File: config.mk
export PLATFORM = sky130hd
export DESIGN_NAME = rca_counting_adc
export DESIGN_NICKNAME = d
export VERILOG_FILES = /design/src/inc/rca_pkg.sv /design/src/rca_counting_adc.sv /design/src/rca_osc_pins.sv /design/src/rca_sync2.sv
export VERILOG_INCLUDE_DIRS = /design/src /design/src/inc
export SDC_FILE = /design/constraint.sdc
export NUM_CORES = 1
export LEC_CHECK = 0
export BUFFER_PORTS_ARGS = -buffer_cell sky130_fd_sc_hd__buf_2
export CAP_MARGIN = 20
export CORE_MARGIN = 2
export CORE_UTILIZATION = 35
export DETAILED_ROUTE_END_ITERATION = 10
export REMOVE_ABC_BUFFERS = 1
export SLEW_MARGIN = 20
export SYNTH_ARGS = -nofsm -noshare
export SYNTH_HDL_FRONTEND = slang
export SYNTH_HIERARCHICAL = 1
export SYNTH_SLANG_ARGS = --single-unit
File: constraint.sdc
create_clock -name sys_clk -period 2.25 [get_ports sys_clk]
set_clock_uncertainty 0.2 [all_clocks]
set_input_delay 0.45 -clock sys_clk [delete_from_list [all_inputs] [get_ports sys_clk]]
set_output_delay 0.45 -clock sys_clk [all_outputs]
set_load 0.05 [all_outputs]
File: src/inc/rca_regs.svh
// Purpose: offsets, field positions, reset values and limits of the
//          rc-oscillation counting converter.
// Assumes: plain register port, one register per address.
// Notes:   definitions only.
`ifndef RCA_REGS_SVH
`define RCA_REGS_SVH

// register port shape
`define RCA_ADDR_W          4
`define RCA_DATA_W          32

// register offsets
`define RCA_OFF_CTRL_FIRST  4'h0
`define RCA_OFF_CTRL_SECOND 4'h1
`define RCA_OFF_SYS_COUNT   4'h2
`define RCA_OFF_OSC_COUNT   4'h3
`define RCA_OFF_STATUS      4'h4

// first control register fields
`define RCA_ENABLE_BIT      0
`define RCA_REF_SEL_BIT     1

// second control register field
`define RCA_MODE_W          4
`define RCA_MODE_RST        4'h0
`define RCA_MODE_EXT_ZERO   4'h0
`define RCA_MODE_EXT_ONE    4'h7

// decade system-clock counter: five bcd digits, top digit 0..7
`define RCA_SYS_DIGITS      5
`define RCA_SYS_W           20
`define RCA_SYS_RST         20'h0_0000
`define RCA_DIGIT_MAX       4'h9
`define RCA_TOP_DIGIT_MAX   4'h7
`define RCA_SYS_MAX         20'h7_9999

// 14-stage binary oscillation counter
`define RCA_OSC_W           14
`define RCA_OSC_RST         14'h0000
`define RCA_OSC_MAX         14'h3fff

// oscillator pin indices
`define RCA_PINS            6
`define RCA_PIN_RS0         0
`define RCA_PIN_RT0         1
`define RCA_PIN_RS01        2
`define RCA_PIN_CS0         3
`define RCA_PIN_RS1         4
`define RCA_PIN_RT1         5

`endif

File: src/inc/rca_pkg.sv
// Purpose: types of the rc-oscillation counting converter.
// Assumes: nothing beyond the register header.
// Notes:   constants live in rca_regs.svh.
package rca_pkg;

    // conversion sequence: idle, arming the run signal, counting
    typedef enum logic [1:0] {
        RCA_IDLE,
        RCA_ARM,
        RCA_RUN
    } rca_state_t;

endpackage

File: src/rca_counting_adc.sv
// Purpose: counting logic of a two-channel rc-oscillation converter.
// Assumes: sys_clk 200 MHz; rc and external clocks are asynchronous.
// Notes:   the run signal rises two cycles after enable, through the arm state.
`timescale 1ns/100ps
`include "rca_regs.svh"

// Notes on behaviour
// RL1: external modes float oscillator pins and count the external clock.
// RL2: at most one oscillator circuit is ever driven.
// RL3: codes 1..6 pick the documented resistor and capacitor pin pairs; codes 5 and 6 drive a single resistor pin only.
// RL4: reference bit 0: system counter gates, oscillation counter results.
// RL5: reference bit 1: oscillation counter gates, system counter results.
// RL6: software preloads system counter with 80,000 minus gate count.
// RL7: software clears oscillation counter before a system-gated run.
// RL8: software writes 1 to first control to start system-gated run.
// RL9: run signal rises after enable; counting waits for run.
// RL10: system counter overflow clears enable, stops, raises request.
// RL11: system-gated: oscillation counted from run rise until overflow.
// RL12: software preloads oscillation counter with 4000H minus gate.
// RL13: software clears system counter before an oscillation-gated run.
// RL14: software writes 3 to first control for oscillation-gated run.
// RL15: oscillation-gated: oscillation counter counts once run is high.
// RL16: oscillation counter overflow clears enable, ends, raises request.
// RL17: oscillation-gated: system clocks counted from run rise to end.
// RL18: preload, clear and mode select may come in any order first.
// RL19: decade counter tops at 79,999; binary counter tops at 16,383.
// RL20: reference bit 1, enable bit 0; clear enable halts all counting.
// RL21: mode is bits 3..0; 0 and 7 external; bit 3 set floats pins.
module rca_counting_adc (
    input  wire logic                   sys_clk,
    input  wire logic                   resetn,
    input  wire logic [`RCA_ADDR_W-1:0] reg_addr,
    input  wire logic [`RCA_DATA_W-1:0] reg_wdata,
    input  wire logic                   reg_wr,
    input  wire logic                   reg_rd,
    output logic      [`RCA_DATA_W-1:0] reg_rdata,
    input  wire logic                   rc_oscillation_clock,
    input  wire logic                   external_clock_input_zero,
    input  wire logic                   external_clock_input_one,
    output logic      [`RCA_PINS-1:0]   osc_pin_out,
    output logic      [`RCA_PINS-1:0]   osc_pin_oe,
    output logic                        synchronized_run_signal,
    output logic                        converter_interrupt_request
);
    logic                   conversion_enable_bit_ff;
    logic                   reference_select_bit_ff;
    logic [`RCA_MODE_W-1:0] oscillator_mode_field_ff;
    logic [`RCA_SYS_W-1:0]  system_clock_counter_ff;
    logic [`RCA_OSC_W-1:0]  oscillation_counter_ff;
    rca_pkg::rca_state_t    state_ff;
    rca_pkg::rca_state_t    nxt_state;
    logic                   run_ff;
    logic                   irq_ff;
    logic [`RCA_DATA_W-1:0] rdata_ff;
    logic [`RCA_PINS-1:0]   pin_out_ff;
    logic [`RCA_PINS-1:0]   pin_oe_ff;
    logic                   clk_prev_ff;

    logic [2:0]             clk_sync;
    logic                   count_src;
    logic                   osc_edge;
    logic                   wr_first;
    logic                   wr_second;
    logic                   wr_sys;
    logic                   wr_osc;
    logic                   counting;
    logic                   sys_at_max;
    logic                   osc_at_max;
    logic                   osc_step;
    logic                   gate_done;
    logic [`RCA_SYS_W-1:0]  sys_inc;
    logic [`RCA_SYS_DIGITS:0] carry;
    logic [`RCA_PINS-1:0]   dec_out;
    logic [`RCA_PINS-1:0]   dec_oe;

    // register port decode
    assign wr_first  = reg_wr && (reg_addr == `RCA_OFF_CTRL_FIRST);
    assign wr_second = reg_wr && (reg_addr == `RCA_OFF_CTRL_SECOND);
    assign wr_sys    = reg_wr && (reg_addr == `RCA_OFF_SYS_COUNT);
    assign wr_osc    = reg_wr && (reg_addr == `RCA_OFF_OSC_COUNT);

    // rc clock and both external clocks come from pins
    rca_sync2 #(
        .W (3)
    ) u_sync (
        .sys_clk  (sys_clk),
        .resetn   (resetn),
        .async_in ({external_clock_input_one,
                    external_clock_input_zero,
                    rc_oscillation_clock}),
        .sync_out (clk_sync)
    );

    // external codes count a pin clock instead of the oscillator
    always_comb begin
        case (oscillator_mode_field_ff)
            `RCA_MODE_EXT_ZERO: count_src = clk_sync[1]; // RL1
            `RCA_MODE_EXT_ONE:  count_src = clk_sync[2]; // RL1
            default:            count_src = clk_sync[0];
        endcase
    end

    // rising edge of the selected, already synchronised clock
    always_ff @(posedge sys_clk or negedge resetn) begin
        if (!resetn) begin
            clk_prev_ff <= 1'b0;
        end else begin
            clk_prev_ff <= count_src;
        end
    end
    assign osc_edge = count_src && !clk_prev_ff;

    // counting needs both enable and the run signal
    assign counting   = run_ff && conversion_enable_bit_ff; // RL9 RL20
    assign sys_at_max = (system_clock_counter_ff == `RCA_SYS_MAX); // RL19
    assign osc_at_max = (oscillation_counter_ff == `RCA_OSC_MAX); // RL19
    assign osc_step   = counting && osc_edge;

    // gate end: overflow of whichever counter the reference bit picks
    assign gate_done = counting &&
                       (reference_select_bit_ff ?
                        (osc_step && osc_at_max) :  // RL16
                        sys_at_max);                // RL10

    // bcd increment, top digit wraps after 7
    assign carry[0] = 1'b1;
    for (genvar g = 0; g < `RCA_SYS_DIGITS; g++) begin : g_digit
        logic [3:0] dig;
        logic [3:0] lim;
        assign dig = system_clock_counter_ff[4*g +: 4];
        assign lim = (g == `RCA_SYS_DIGITS - 1) ? `RCA_TOP_DIGIT_MAX
                                                : `RCA_DIGIT_MAX;
        assign carry[g+1] = carry[g] && (dig == lim);
        assign sys_inc[4*g +: 4] = !carry[g]   ? dig :
                                   (dig == lim) ? 4'h0 : dig + 4'h1; // RL19
    end

    // first control: software write wins over the overflow clear,
    // since the write carries the newer intent
    always_ff @(posedge sys_clk or negedge resetn) begin
        if (!resetn) begin
            conversion_enable_bit_ff <= 1'b0;
            reference_select_bit_ff  <= 1'b0;
        end else if (wr_first) begin
            conversion_enable_bit_ff <= reg_wdata[`RCA_ENABLE_BIT];  // RL20
            reference_select_bit_ff  <= reg_wdata[`RCA_REF_SEL_BIT]; // RL20
        end else if (gate_done) begin
            conversion_enable_bit_ff <= 1'b0; // RL10 RL16
        end
    end

    // second control: mode code, may be set in any order before start
    always_ff @(posedge sys_clk or negedge resetn) begin
        if (!resetn) begin
            oscillator_mode_field_ff <= `RCA_MODE_RST;
        end else if (wr_second) begin
            oscillator_mode_field_ff <= reg_wdata[`RCA_MODE_W-1:0]; // RL21
        end
    end

    // sequence: enable seen, then run raised one edge later
    always_comb begin
        nxt_state = state_ff;
        case (state_ff)
            rca_pkg::RCA_IDLE: begin
                if (conversion_enable_bit_ff) begin
                    nxt_state = rca_pkg::RCA_ARM;
                end
            end
            rca_pkg::RCA_ARM: begin
                nxt_state = conversion_enable_bit_ff ? rca_pkg::RCA_RUN
                                                     : rca_pkg::RCA_IDLE;
            end
            rca_pkg::RCA_RUN: begin
                if (!conversion_enable_bit_ff) begin
                    nxt_state = rca_pkg::RCA_IDLE;
                end
            end
            default: nxt_state = rca_pkg::RCA_IDLE;
        endcase
    end

    // run signal is registered so counting starts on a clean edge
    always_ff @(posedge sys_clk or negedge resetn) begin
        if (!resetn) begin
            state_ff <= rca_pkg::RCA_IDLE;
            run_ff   <= 1'b0;
        end else begin
            state_ff <= nxt_state;
            run_ff   <= (nxt_state == rca_pkg::RCA_RUN); // RL9
        end
    end

    // system counter: counts every clock while running in both modes
    always_ff @(posedge sys_clk or negedge resetn) begin
        if (!resetn) begin
            system_clock_counter_ff <= `RCA_SYS_RST;
        end else if (wr_sys) begin
            system_clock_counter_ff <= reg_wdata[`RCA_SYS_W-1:0];
        end else if (counting) begin
            system_clock_counter_ff <= sys_inc; // RL4 RL17
        end
    end

    // oscillation counter: counts selected clock edges while running
    always_ff @(posedge sys_clk or negedge resetn) begin
        if (!resetn) begin
            oscillation_counter_ff <= `RCA_OSC_RST;
        end else if (wr_osc) begin
            oscillation_counter_ff <= reg_wdata[`RCA_OSC_W-1:0];
        end else if (osc_step) begin
            oscillation_counter_ff <= oscillation_counter_ff + 14'h0001;
            // RL5 RL11 RL15
        end
    end

    // request pulse in the same event as the hardware enable clear
    always_ff @(posedge sys_clk or negedge resetn) begin
        if (!resetn) begin
            irq_ff <= 1'b0;
        end else begin
            irq_ff <= gate_done; // RL10 RL16
        end
    end

    // pin drive only while counting, so a clear halts oscillation
    rca_osc_pins u_pins (
        .sys_clk (sys_clk),
        .resetn  (resetn),
        .mode    (oscillator_mode_field_ff),
        .active  (counting),
        .phase   (clk_sync[0]),
        .pin_out (dec_out),
        .pin_oe  (dec_oe)
    );

    // pins registered for clean outputs; one cycle of lag is harmless
    always_ff @(posedge sys_clk or negedge resetn) begin
        if (!resetn) begin
            pin_out_ff <= '0;
            pin_oe_ff  <= '0;
        end else begin
            pin_out_ff <= dec_out; // RL2
            pin_oe_ff  <= dec_oe;  // RL1
        end
    end

    // read data stands only in the cycle after the strobe
    always_ff @(posedge sys_clk or negedge resetn) begin
        if (!resetn) begin
            rdata_ff <= '0;
        end else begin
            rdata_ff <= '0;
            if (reg_rd) begin
                case (reg_addr)
                    `RCA_OFF_CTRL_FIRST: begin
                        rdata_ff[`RCA_ENABLE_BIT]  <=
                            conversion_enable_bit_ff;
                        rdata_ff[`RCA_REF_SEL_BIT] <=
                            reference_select_bit_ff;
                    end
                    `RCA_OFF_CTRL_SECOND:
                        rdata_ff[`RCA_MODE_W-1:0] <= oscillator_mode_field_ff;
                    `RCA_OFF_SYS_COUNT:
                        rdata_ff[`RCA_SYS_W-1:0] <= system_clock_counter_ff;
                    `RCA_OFF_OSC_COUNT:
                        rdata_ff[`RCA_OSC_W-1:0] <= oscillation_counter_ff;
                    `RCA_OFF_STATUS:
                        rdata_ff[0] <= run_ff;
                    default: rdata_ff <= '0;
                endcase
            end
        end
    end

    assign reg_rdata                   = rdata_ff;
    assign osc_pin_out                 = pin_out_ff;
    assign osc_pin_oe                  = pin_oe_ff;
    assign synchronized_run_signal     = run_ff;
    assign converter_interrupt_request = irq_ff;

    // run rises exactly two edges after enable rises from idle
    property p_run_after_enable;
        @(posedge sys_clk) disable iff (!resetn)
        ($rose(conversion_enable_bit_ff) && state_ff == rca_pkg::RCA_IDLE
         && !wr_first) |=> !run_ff ##1 (run_ff || !conversion_enable_bit_ff);
    endproperty
    a_run_after_enable: assert property (p_run_after_enable) // RL9
        else $error("run signal did not follow enable");

    // no counting before run
    property p_hold_without_run;
        @(posedge sys_clk) disable iff (!resetn)
        (!run_ff && !wr_sys) |=> $stable(system_clock_counter_ff);
    endproperty
    a_hold_without_run: assert property (p_hold_without_run) // RL9
        else $error("system counter moved without run");

    // system-gated overflow ends the run and raises one request
    property p_sys_overflow;
        @(posedge sys_clk) disable iff (!resetn)
        (counting && !reference_select_bit_ff && sys_at_max && !wr_first)
        |=> (!conversion_enable_bit_ff && converter_interrupt_request &&
             system_clock_counter_ff == 20'h0_0000)
            ##1 !converter_interrupt_request;
    endproperty
    a_sys_overflow: assert property (p_sys_overflow) // RL10
        else $error("system counter overflow not handled");

    // oscillation-gated overflow ends the run and raises the request
    property p_osc_overflow;
        @(posedge sys_clk) disable iff (!resetn)
        (osc_step && reference_select_bit_ff && osc_at_max && !wr_first)
        |=> (!conversion_enable_bit_ff && converter_interrupt_request &&
             oscillation_counter_ff == 14'h0000);
    endproperty
    a_osc_overflow: assert property (p_osc_overflow) // RL16
        else $error("oscillation counter overflow not handled");

    // in system-gated mode no request without system overflow
    property p_sys_gate_only;
        @(posedge sys_clk) disable iff (!resetn)
        (converter_interrupt_request && !$past(reference_select_bit_ff))
        |-> $past(system_clock_counter_ff) == `RCA_SYS_MAX;
    endproperty
    a_sys_gate_only: assert property (p_sys_gate_only) // RL4
        else $error("request without system counter overflow");

    // oscillation edges are counted one each while running
    property p_osc_counts;
        @(posedge sys_clk) disable iff (!resetn)
        (osc_step && !wr_osc && !osc_at_max) |=>
            oscillation_counter_ff == $past(oscillation_counter_ff) + 14'h1;
    endproperty
    a_osc_counts: assert property (p_osc_counts) // RL11
        else $error("oscillation edge not counted");

    // decade carry: 0_9999 steps to 1_0000
    property p_decade_carry;
        @(posedge sys_clk) disable iff (!resetn)
        (counting && !wr_sys && system_clock_counter_ff == 20'h0_9999)
        |=> system_clock_counter_ff == 20'h1_0000;
    endproperty
    a_decade_carry: assert property (p_decade_carry) // RL17
        else $error("decade carry wrong");

    // counter never leaves the decade range when counting from valid
    property p_decade_range;
        @(posedge sys_clk) disable iff (!resetn)
        (counting && !wr_sys && system_clock_counter_ff <= `RCA_SYS_MAX &&
         system_clock_counter_ff[3:0] <= 4'h9)
        |=> system_clock_counter_ff <= `RCA_SYS_MAX;
    endproperty
    a_decade_range: assert property (p_decade_range) // RL19
        else $error("decade counter out of range");
endmodule // rca_counting_adc

File: src/rca_osc_pins.sv
// Purpose: oscillator pin drive decode per oscillation mode code.
// Assumes: mode and phase come from registers on sys_clk.
// Notes:   resistor pins drive phase, capacitor pins its inverse.
`timescale 1ns/100ps
`include "rca_regs.svh"
module rca_osc_pins (
    input  wire logic                   sys_clk,
    input  wire logic                   resetn,
    input  wire logic [`RCA_MODE_W-1:0] mode,
    input  wire logic                   active,
    input  wire logic                   phase,
    output logic      [`RCA_PINS-1:0]   pin_out,
    output logic      [`RCA_PINS-1:0]   pin_oe
);
    // one pair of pins per code 1..4, one pin for codes 5 and 6, the rest float; halted means all float
    always_comb begin
        pin_oe  = '0;
        pin_out = '0;
        if (active) begin
            case (mode)
                4'h1: begin
                    pin_oe[`RCA_PIN_RS0] = 1'b1; // RL3
                    pin_oe[`RCA_PIN_CS0] = 1'b1;
                end
                4'h2: begin
                    pin_oe[`RCA_PIN_RT0] = 1'b1; // RL3
                    pin_oe[`RCA_PIN_CS0] = 1'b1;
                end
                4'h3: begin
                    pin_oe[`RCA_PIN_RS01] = 1'b1; // RL3
                    pin_oe[`RCA_PIN_CS0]  = 1'b1;
                end
                4'h4: begin
                    pin_oe[`RCA_PIN_RS0]  = 1'b1; // RL3
                    pin_oe[`RCA_PIN_RS01] = 1'b1;
                end
                4'h5: pin_oe[`RCA_PIN_RS1] = 1'b1; // RL3
                4'h6: pin_oe[`RCA_PIN_RT1] = 1'b1; // RL3
                // external-input codes and bit 3 set: all float
                default: pin_oe = '0; // RL1 RL21
            endcase
            // capacitor side in antiphase; code 4 uses RS01 as capacitor
            pin_out = {`RCA_PINS{phase}} & pin_oe;
            pin_out[`RCA_PIN_CS0] = ~phase & pin_oe[`RCA_PIN_CS0];
            if (mode == 4'h4) begin
                pin_out[`RCA_PIN_RS01] = ~phase & pin_oe[`RCA_PIN_RS01];
            end
        end
    end

    // never both circuits at once
    property p_one_circuit;
        @(posedge sys_clk) disable iff (!resetn)
        !((|pin_oe[`RCA_PIN_CS0:`RCA_PIN_RS0]) &&
          (|pin_oe[`RCA_PIN_RT1:`RCA_PIN_RS1]));
    endproperty
    a_one_circuit: assert property (p_one_circuit) // RL2
        else $error("both oscillator circuits driven");

    // external and reserved codes float every pin
    property p_ext_float;
        @(posedge sys_clk) disable iff (!resetn)
        (mode == `RCA_MODE_EXT_ZERO || mode == `RCA_MODE_EXT_ONE ||
         mode[3]) |-> (pin_oe == '0);
    endproperty
    a_ext_float: assert property (p_ext_float) // RL21
        else $error("pins driven in external or reserved mode");
endmodule // rca_osc_pins

File: src/rca_sync2.sv
// Purpose: two-flop synchroniser for pin-side clock inputs.
// Assumes: inputs are asynchronous levels.
// Notes:   first stage is read by the second stage only.
`timescale 1ns/100ps
module rca_sync2 #(
    parameter int W = 3
) (
    input  wire logic         sys_clk,
    input  wire logic         resetn,
    input  wire logic [W-1:0] async_in,
    output logic      [W-1:0] sync_out
);
    logic [W-1:0] meta_ff;
    logic [W-1:0] sync_ff;

    // two stages, no logic between them
    always_ff @(posedge sys_clk or negedge resetn) begin
        if (!resetn) begin
            meta_ff <= '0;
            sync_ff <= '0;
        end else begin
            meta_ff <= async_in;
            sync_ff <= meta_ff;
        end
    end

    assign sync_out = sync_ff;
endmodule // rca_sync2

# Word-level counts from Yosys, hierarchy flattened
# Cells that the tools add are included.
# Widths: inputs -> output; s select.
totals:
  ff_bits: 95
  out_inout_bits: 46
op_classes:
  n_eq_ne: 21
  n_addsub: 6
  bitwise: 4
  reduce_logical: 30
  muxes: 42
op_table:
  columns: ["cell", "n"]
  rows:
  - ["$mux 20", 3]
  - ["$mux 4", 9]
  - ["$mux 14", 2]
  - ["$eq 4x3->1 const B", 6]
  - ["$add 4x1->4 const B", 5]
  - ["$eq 20x19->1 const B", 1]
  - ["$pmux 10 s2", 1]
  - ["$mux 6", 3]
  - ["$eq 4x2->1 const B", 4]
  - ["$eq 4x4->1 const B", 4]
  - ["$mux 1", 16]
  - ["$add 14x1->14 const B", 1]
  - ["$eq 14x14->1 const B", 1]
  - ["$reduce_bool 2->1", 7]
  - ["$logic_and 1x1->1", 12]
  - ["$pmux 2 s3", 2]
  - ["$eq 4x1->1 const B", 2]
  - ["$logic_not 4->1", 2]
  - ["$reduce_and 2->1", 4]
  - ["$and 6x6->6", 1]
  - ["$mux 2", 3]
  - ["$pmux 1 s5", 1]
  - ["$eq 2x2->1 const B", 2]
  - ["$pmux 1 s4", 1]
  - ["other kinds (8)", 10]

# Depth between registers and ports, before layout
logic_depth:
  depth_word: 9
  mapped_depth: 8

# Cells and area by module
# Netlist, hierarchy kept.
by_module_without_submodules:
  columns: ["mod", "n_inst", "area_per_inst_um2", "seq_area_each_um2", "cells_per_inst"]
  rows:
  - ["rca_counting_adc", 1, 3841.2, 1926.8, 391]
  - ["rca_osc_pins", 1, 167.7, 0.0, 27]
  - ["rca_sync2", 1, 150.1, 150.1, 6]

# Worst setup path after synthesis
# OpenSTA, ideal clock, no wires.
synth_timing:
  kind: "reg-to-reg"
  start: "register run_ff, in the netlist synchronized_run_signal"
  end: "register conversion_enable_bit_ff"
  path_buffers: 2
  stages_incl_launch_ff: 8
  arrival_ps: 1808
  slack_ps: 111
  path_cell_list: "dfrtp_1 > and3_1 > clkbuf_1 > and4_1 > buf_4 > nand4_1 > a22oi_2 > o31ai_1"
synth_between:
  elab_chain_cells: 6
synth_lines:
  columns: ["item", "line_no", "source"]
  rows:
  - ["start, declared", "rca_counting_adc.sv:52", "logic run_ff;"]
  - ["start signal, assigned", "rca_counting_adc.sv:190", "run_ff <= (nxt_state == rca_pkg::RCA_RUN);"]
  - ["$logic_and 1x1->1 *", "rca_counting_adc.sv:114", "assign counting = run_ff && conversion_enable_bit_ff;"]
  - ["$logic_and 1x1->1", "rca_counting_adc.sv:117", "assign osc_step = counting && osc_edge;"]
  - ["$logic_and 1x1->1", "rca_counting_adc.sv:122", "(osc_step && osc_at_max) :"]
  - ["$mux 1", "rca_counting_adc.sv:121", "(reference_select_bit_ff ?"]
  - ["$logic_and 1x1->1 *", "rca_counting_adc.sv:120", "assign gate_done = counting &&"]
  - ["via gate_done", "rca_counting_adc.sv:70", "logic gate_done;"]
  - ["$reduce_bool 2->1 (no source line) *", null, null]
  - ["end signal, assigned", "rca_counting_adc.sv:145", "conversion_enable_bit_ff <= reg_wdata[`RCA_ENABLE_BIT];"]
  - ["end, declared", "rca_counting_adc.sv:45", "logic conversion_enable_bit_ff;"]
# Mark *: on every way through the listed nets, which the timed path passes. The rest lies on a longest branch.
# A chain may end at the register's enable or synchronous reset.

# Worst setup path after layout
layout_timing:
  start: "register oscillator_mode_field_ff[1]"
  end: "register oscillation_counter_ff[8]"
layout_between:
  elab_chain_cells: 5
  word_cells_on_any_way: 6
  cone_classes: "eq/ne: 1; mux: 1; reduce/logical: 4"
layout_lines:
  columns: ["item", "line_no", "source"]
  rows:
  - ["start, declared", "rca_counting_adc.sv:47", "logic [`RCA_MODE_W-1:0] oscillator_mode_field_ff;"]
  - ["start signal, assigned", "rca_counting_adc.sv:155", "oscillator_mode_field_ff <= `RCA_MODE_RST;"]
  - ["start signal, assigned", "rca_counting_adc.sv:157", "oscillator_mode_field_ff <= reg_wdata[`RCA_MODE_W-1:0];"]
  - ["$eq 4x3->1 / $logic_not 4->1 (equally long branches)", "rca_counting_adc.sv:96", "case (oscillator_mode_field_ff)"]
  - ["$pmux 1 s2 *", "rca_counting_adc.sv:96", null]
  - ["$logic_and 1x1->1 *", "rca_counting_adc.sv:111", "assign osc_edge = count_src && !clk_prev_ff;"]
  - ["$logic_and 1x1->1 *", "rca_counting_adc.sv:117", null]
  - ["$reduce_bool 2->1 (no source line) *", null, null]
  - ["end signal, assigned", "rca_counting_adc.sv:208", "oscillation_counter_ff <= `RCA_OSC_RST;"]
  - ["end signal, assigned", "rca_counting_adc.sv:210", "oscillation_counter_ff <= reg_wdata[`RCA_OSC_W-1:0];"]
  - ["end signal, assigned", "rca_counting_adc.sv:212", "oscillation_counter_ff <= oscillation_counter_ff + 14'h0001;"]
  - ["end, declared", "rca_counting_adc.sv:49", "logic [`RCA_OSC_W-1:0] oscillation_counter_ff;"]
# Mark *: on every way between the ends. The rest lies on a longest branch, timed or not.

==> impl_results.md <==
- Setup slack, reg-to-reg: 0.14 ns
- Pwr/cell area: 943 nW/µm²
- R2R Path End: oscillation_counter_ff[8]$_DFFE_PN0P_
- TritonCTS buffer count: 9
- Slowest CP cell: or4_1
- Initial Utilization: 0.361
- Failing checks: design-rule violations
- R2R depth: 7
- Drt pass-1 iters: 7
- Synth-to-layout area growth: 21.1%
- Core footprint: 11,500 µm²
- Cells along the critical path: or4_1 -> a21oi_2 -> buf_4 -> nor4_2 -> buf_4 -> a31o_2 -> nand3_1
- CP max stage delay: 0.53 ns
- Bufs and invs on worst path: 2
- Die area: 12,800 µm²
- Peak VDD IR: 0.000352 V
- Synth top area share: 0.499
- Final net count: 550
- Most frequent cell after synthesis: dfrtp_1
- Avg Inst Size Synth: 9.81 µm²
- Netlist cell types: 50
- ANT nets after route: 0
- Status: finished with violations
- Share of cells above drive strength 1: 0.247
- Pleak: 2.27 nW
- Synthesized area: 4160 µm²
- Vias in the first global route: 3,268
- Hold Vio Cnt, Final: 0
- Area after DPL: 4720 µm²
- CTS H-Tree Depth: 3
- CP arrival: 2.18 ns
- Drt drc: 5
- CP Launch Point: oscillator_mode_field_ff[1]$_DFFE_PN0P_
- Final WL: 10,000 µm
- Syn Inst Count: 424
- Die Span Y: 113 µm
- First-pass GRT wire length: 16,500 µm
- Latest clock arrival within the worst-skew pair: 0.34 ns
- Max Fclk: 474 MHz
- WS Path Type: register to register
- Maximum clock path buffer count: 2
- Post-synth EDFFs: 0
- Launching point of the worst reg2reg path: oscillator_mode_field_ff[1]$_DFFE_PN0P_
- Initial antenna violation count: 0
- Grt ovf: 0
- Hold Path Depth: 1
- YS warnings: 6
- Reg clk slew, reported paths: 0.06 ns
- CP Launch Type: register
- Main synth FF type: dfrtp_1
- CP max FO: 13
- Iter 0 DRT Violations: 177
- Post-synth ARST share: 1.00
- HP Class: input port to register
- Crit path capture type: register
- Max-slew violation count: 0
- Most common library cells after synthesis: 83 x dfrtp_1, 55 x nand2_1, 31 x nor2_1, 31 x o21ai_0, 22 x nor2b_1
- Total GRT Usage: 0.166
- Crit path max-delay family: simple AND/OR/NAND/NOR gates
- RSZ-0062 raised after global routing: no
- Half-perimeter wire length after placement: 7210 µm
- DR vias: 3,271
- CTS tree: built
- CP most frequent cell: buf_4
- I/O pin count: 89
- Area leader, netlist: dfrtp_1
- Routability Congestion: 0.793
- Final Critical Period: 2.11 ns
- Finish-stage setup viols: 0
- FF+latch count, synth: 83
- Finished Core Util: 0.437
- DR WL/cell: 15.3 µm
- Maxcap violations: 0
- Rows: 39
- Final period util: 0.937
- Root Buffer: clkbuf_16
- Sequential area share after synthesis: 0.499
- Antenna diode count: 0
- Die X: 113 µm
- Post CTS Setup Buffer Count: 0
- Via density: 5.01
- Hold Startpoint: external_clock_input_one
- Worst Path Required: 2.33 ns
- Final Instance Area: 5040 µm²
- Worst Hold Path EP: u_sync/meta_ff[2]$_DFF_PN0_
- I/O Buffers: 64
- Clock sinks: 83
- Top cells by area, synth: dfrtp_1 50%, nand2_1 5.0%, o21ai_0 3.7%
- Pin count of the biggest net entering global routing: 58
## kinds of logic (layout without fill, tap and decap cells)
logic type,Yosys count,count (layout),share of synthesized area
XOR/XNOR,17,17,0.0358
multiplexers,22,22,0.0551
AND/OR/NAND/NOR,195,195,0.256
AO/OA/AOI/OAI,64,64,0.0918
buffers and inverters,40,115,0.0551
flip-flops,83,83,0.499
adder cells (fa/ha/maj),2,2,0.00602
other,1,12,0.000902
## per-stage QoR
step / std cells / setup TNS (ns) / total power, mW / worst slack [ns] / hold WS [ns]
detailed placement: 634 / 0 / 3.36 / 0.102 / 0.138
CTS: 651 / 0 / 4.78 / 0.0817 / 0.00360
global placement: 634 / 0 / 3.31 / 0.117 / 0.136
finish: 653 / 0 / 4.75 / 0.142 / 0.0128
global route: 653 / 0 / 5.05 / 0.00542 / 0.00568
floorplan: 400 / -3.64 / 2.89 / -0.153 / -0.0456
## repair_timing
action,CTS,global route
gates resized for setup,0,1
endpoints found under the setup margin,0,3
hold buffers,1,2
endpoints found under the hold margin,26,2
## final cells by class
type	count	area (µm²)
clock buffer	11	253
clock inverter	5	27.5
fill	1133	6480
inverter	5	18.8
multi-input combinational	312	1900
sequential	83	2080
tap	143	179
timing repair buffer	94	581
## worst reg2reg max path: cells and delay by family, from the launching register on
| kind | cells | cell delay (ns) |
|---|---|---|
| AO/OA/AOI/OAI | 2 | 0.36 |
| buffers and inverters | 2 | 0.36 |
| flip-flops | 1 | 0.44 |
| AND/OR/NAND/NOR | 3 | 0.69 |
## cells in the final DEF, fill, tap and decap left out, types with 4 or more instances in the layout
cell,n
a21oi_1,7
a22oi_1,12
and2_1,6
and3_1,8
buf_2,63
buf_4,26
clkbuf_16,9
clkinv_2,4
conb_1,12
dfrtp_1,83
inv_1,5
mux2_2,7
mux2i_1,15
nand2_1,55
nand3_1,11
nand3b_1,6
nand4_1,7
nor2_1,30
nor2b_1,22
nor3_1,11
nor3b_1,5
nor4_1,8
o21ai_0,31
o21ai_1,4
xnor2_1,11
xor2_1,6
## registers in the layout, indices dropped and copies added, names as in the netlist, 2 cells and up
register,count
state_ff,2
osc_pin_out,6
osc_pin_oe,6
u_sync/sync_out,3
oscillation_counter_ff,14
reg_rdata,20
u_sync/meta_ff,3
oscillator_mode_field_ff,4
system_clock_counter_ff,20
## layer usage
| layer | up-vias | share of wire | GRT usage |
|---|---|---|---|
| met5 | - | 0 | 0 |
| met4 | 0 | 0.011 | 0.0561 |
| met3 | 6 | 0.044 | 0.0482 |
| met2 | 66 | 0.48 | 0.273 |
| met1 | 1580 | 0.46 | 0.211 |
| li1 | 1619 | - | - |
## power by group
| part | leakage [nW] | internal [mW] | switching, mW |
|---|---|---|---|
| Combinational | 1.07 | 0.540 | 0.711 |
| Clock | 0.141 | 0.800 | 0.592 |
| Sequential | 1.05 | 1.78 | 0.327 |
| Total | 2.27 | 3.12 | 1.63 |
## worst max path at each step
stage / to / cells past startpoint
floorplan: system_clock_counter_ff[0]$_DFFE_PN0P_ / 3
global route: conversion_enable_bit_ff$_DFFE_PN0P_ / 5
detailed placement: conversion_enable_bit_ff$_DFFE_PN0P_ / 6
global placement: conversion_enable_bit_ff$_DFFE_PN0P_ / 6
CTS: conversion_enable_bit_ff$_DFFE_PN0P_ / 6
finish: oscillation_counter_ff[8]$_DFFE_PN0P_ / 7
Note: power is estimated with default switching activity, not from simulation.
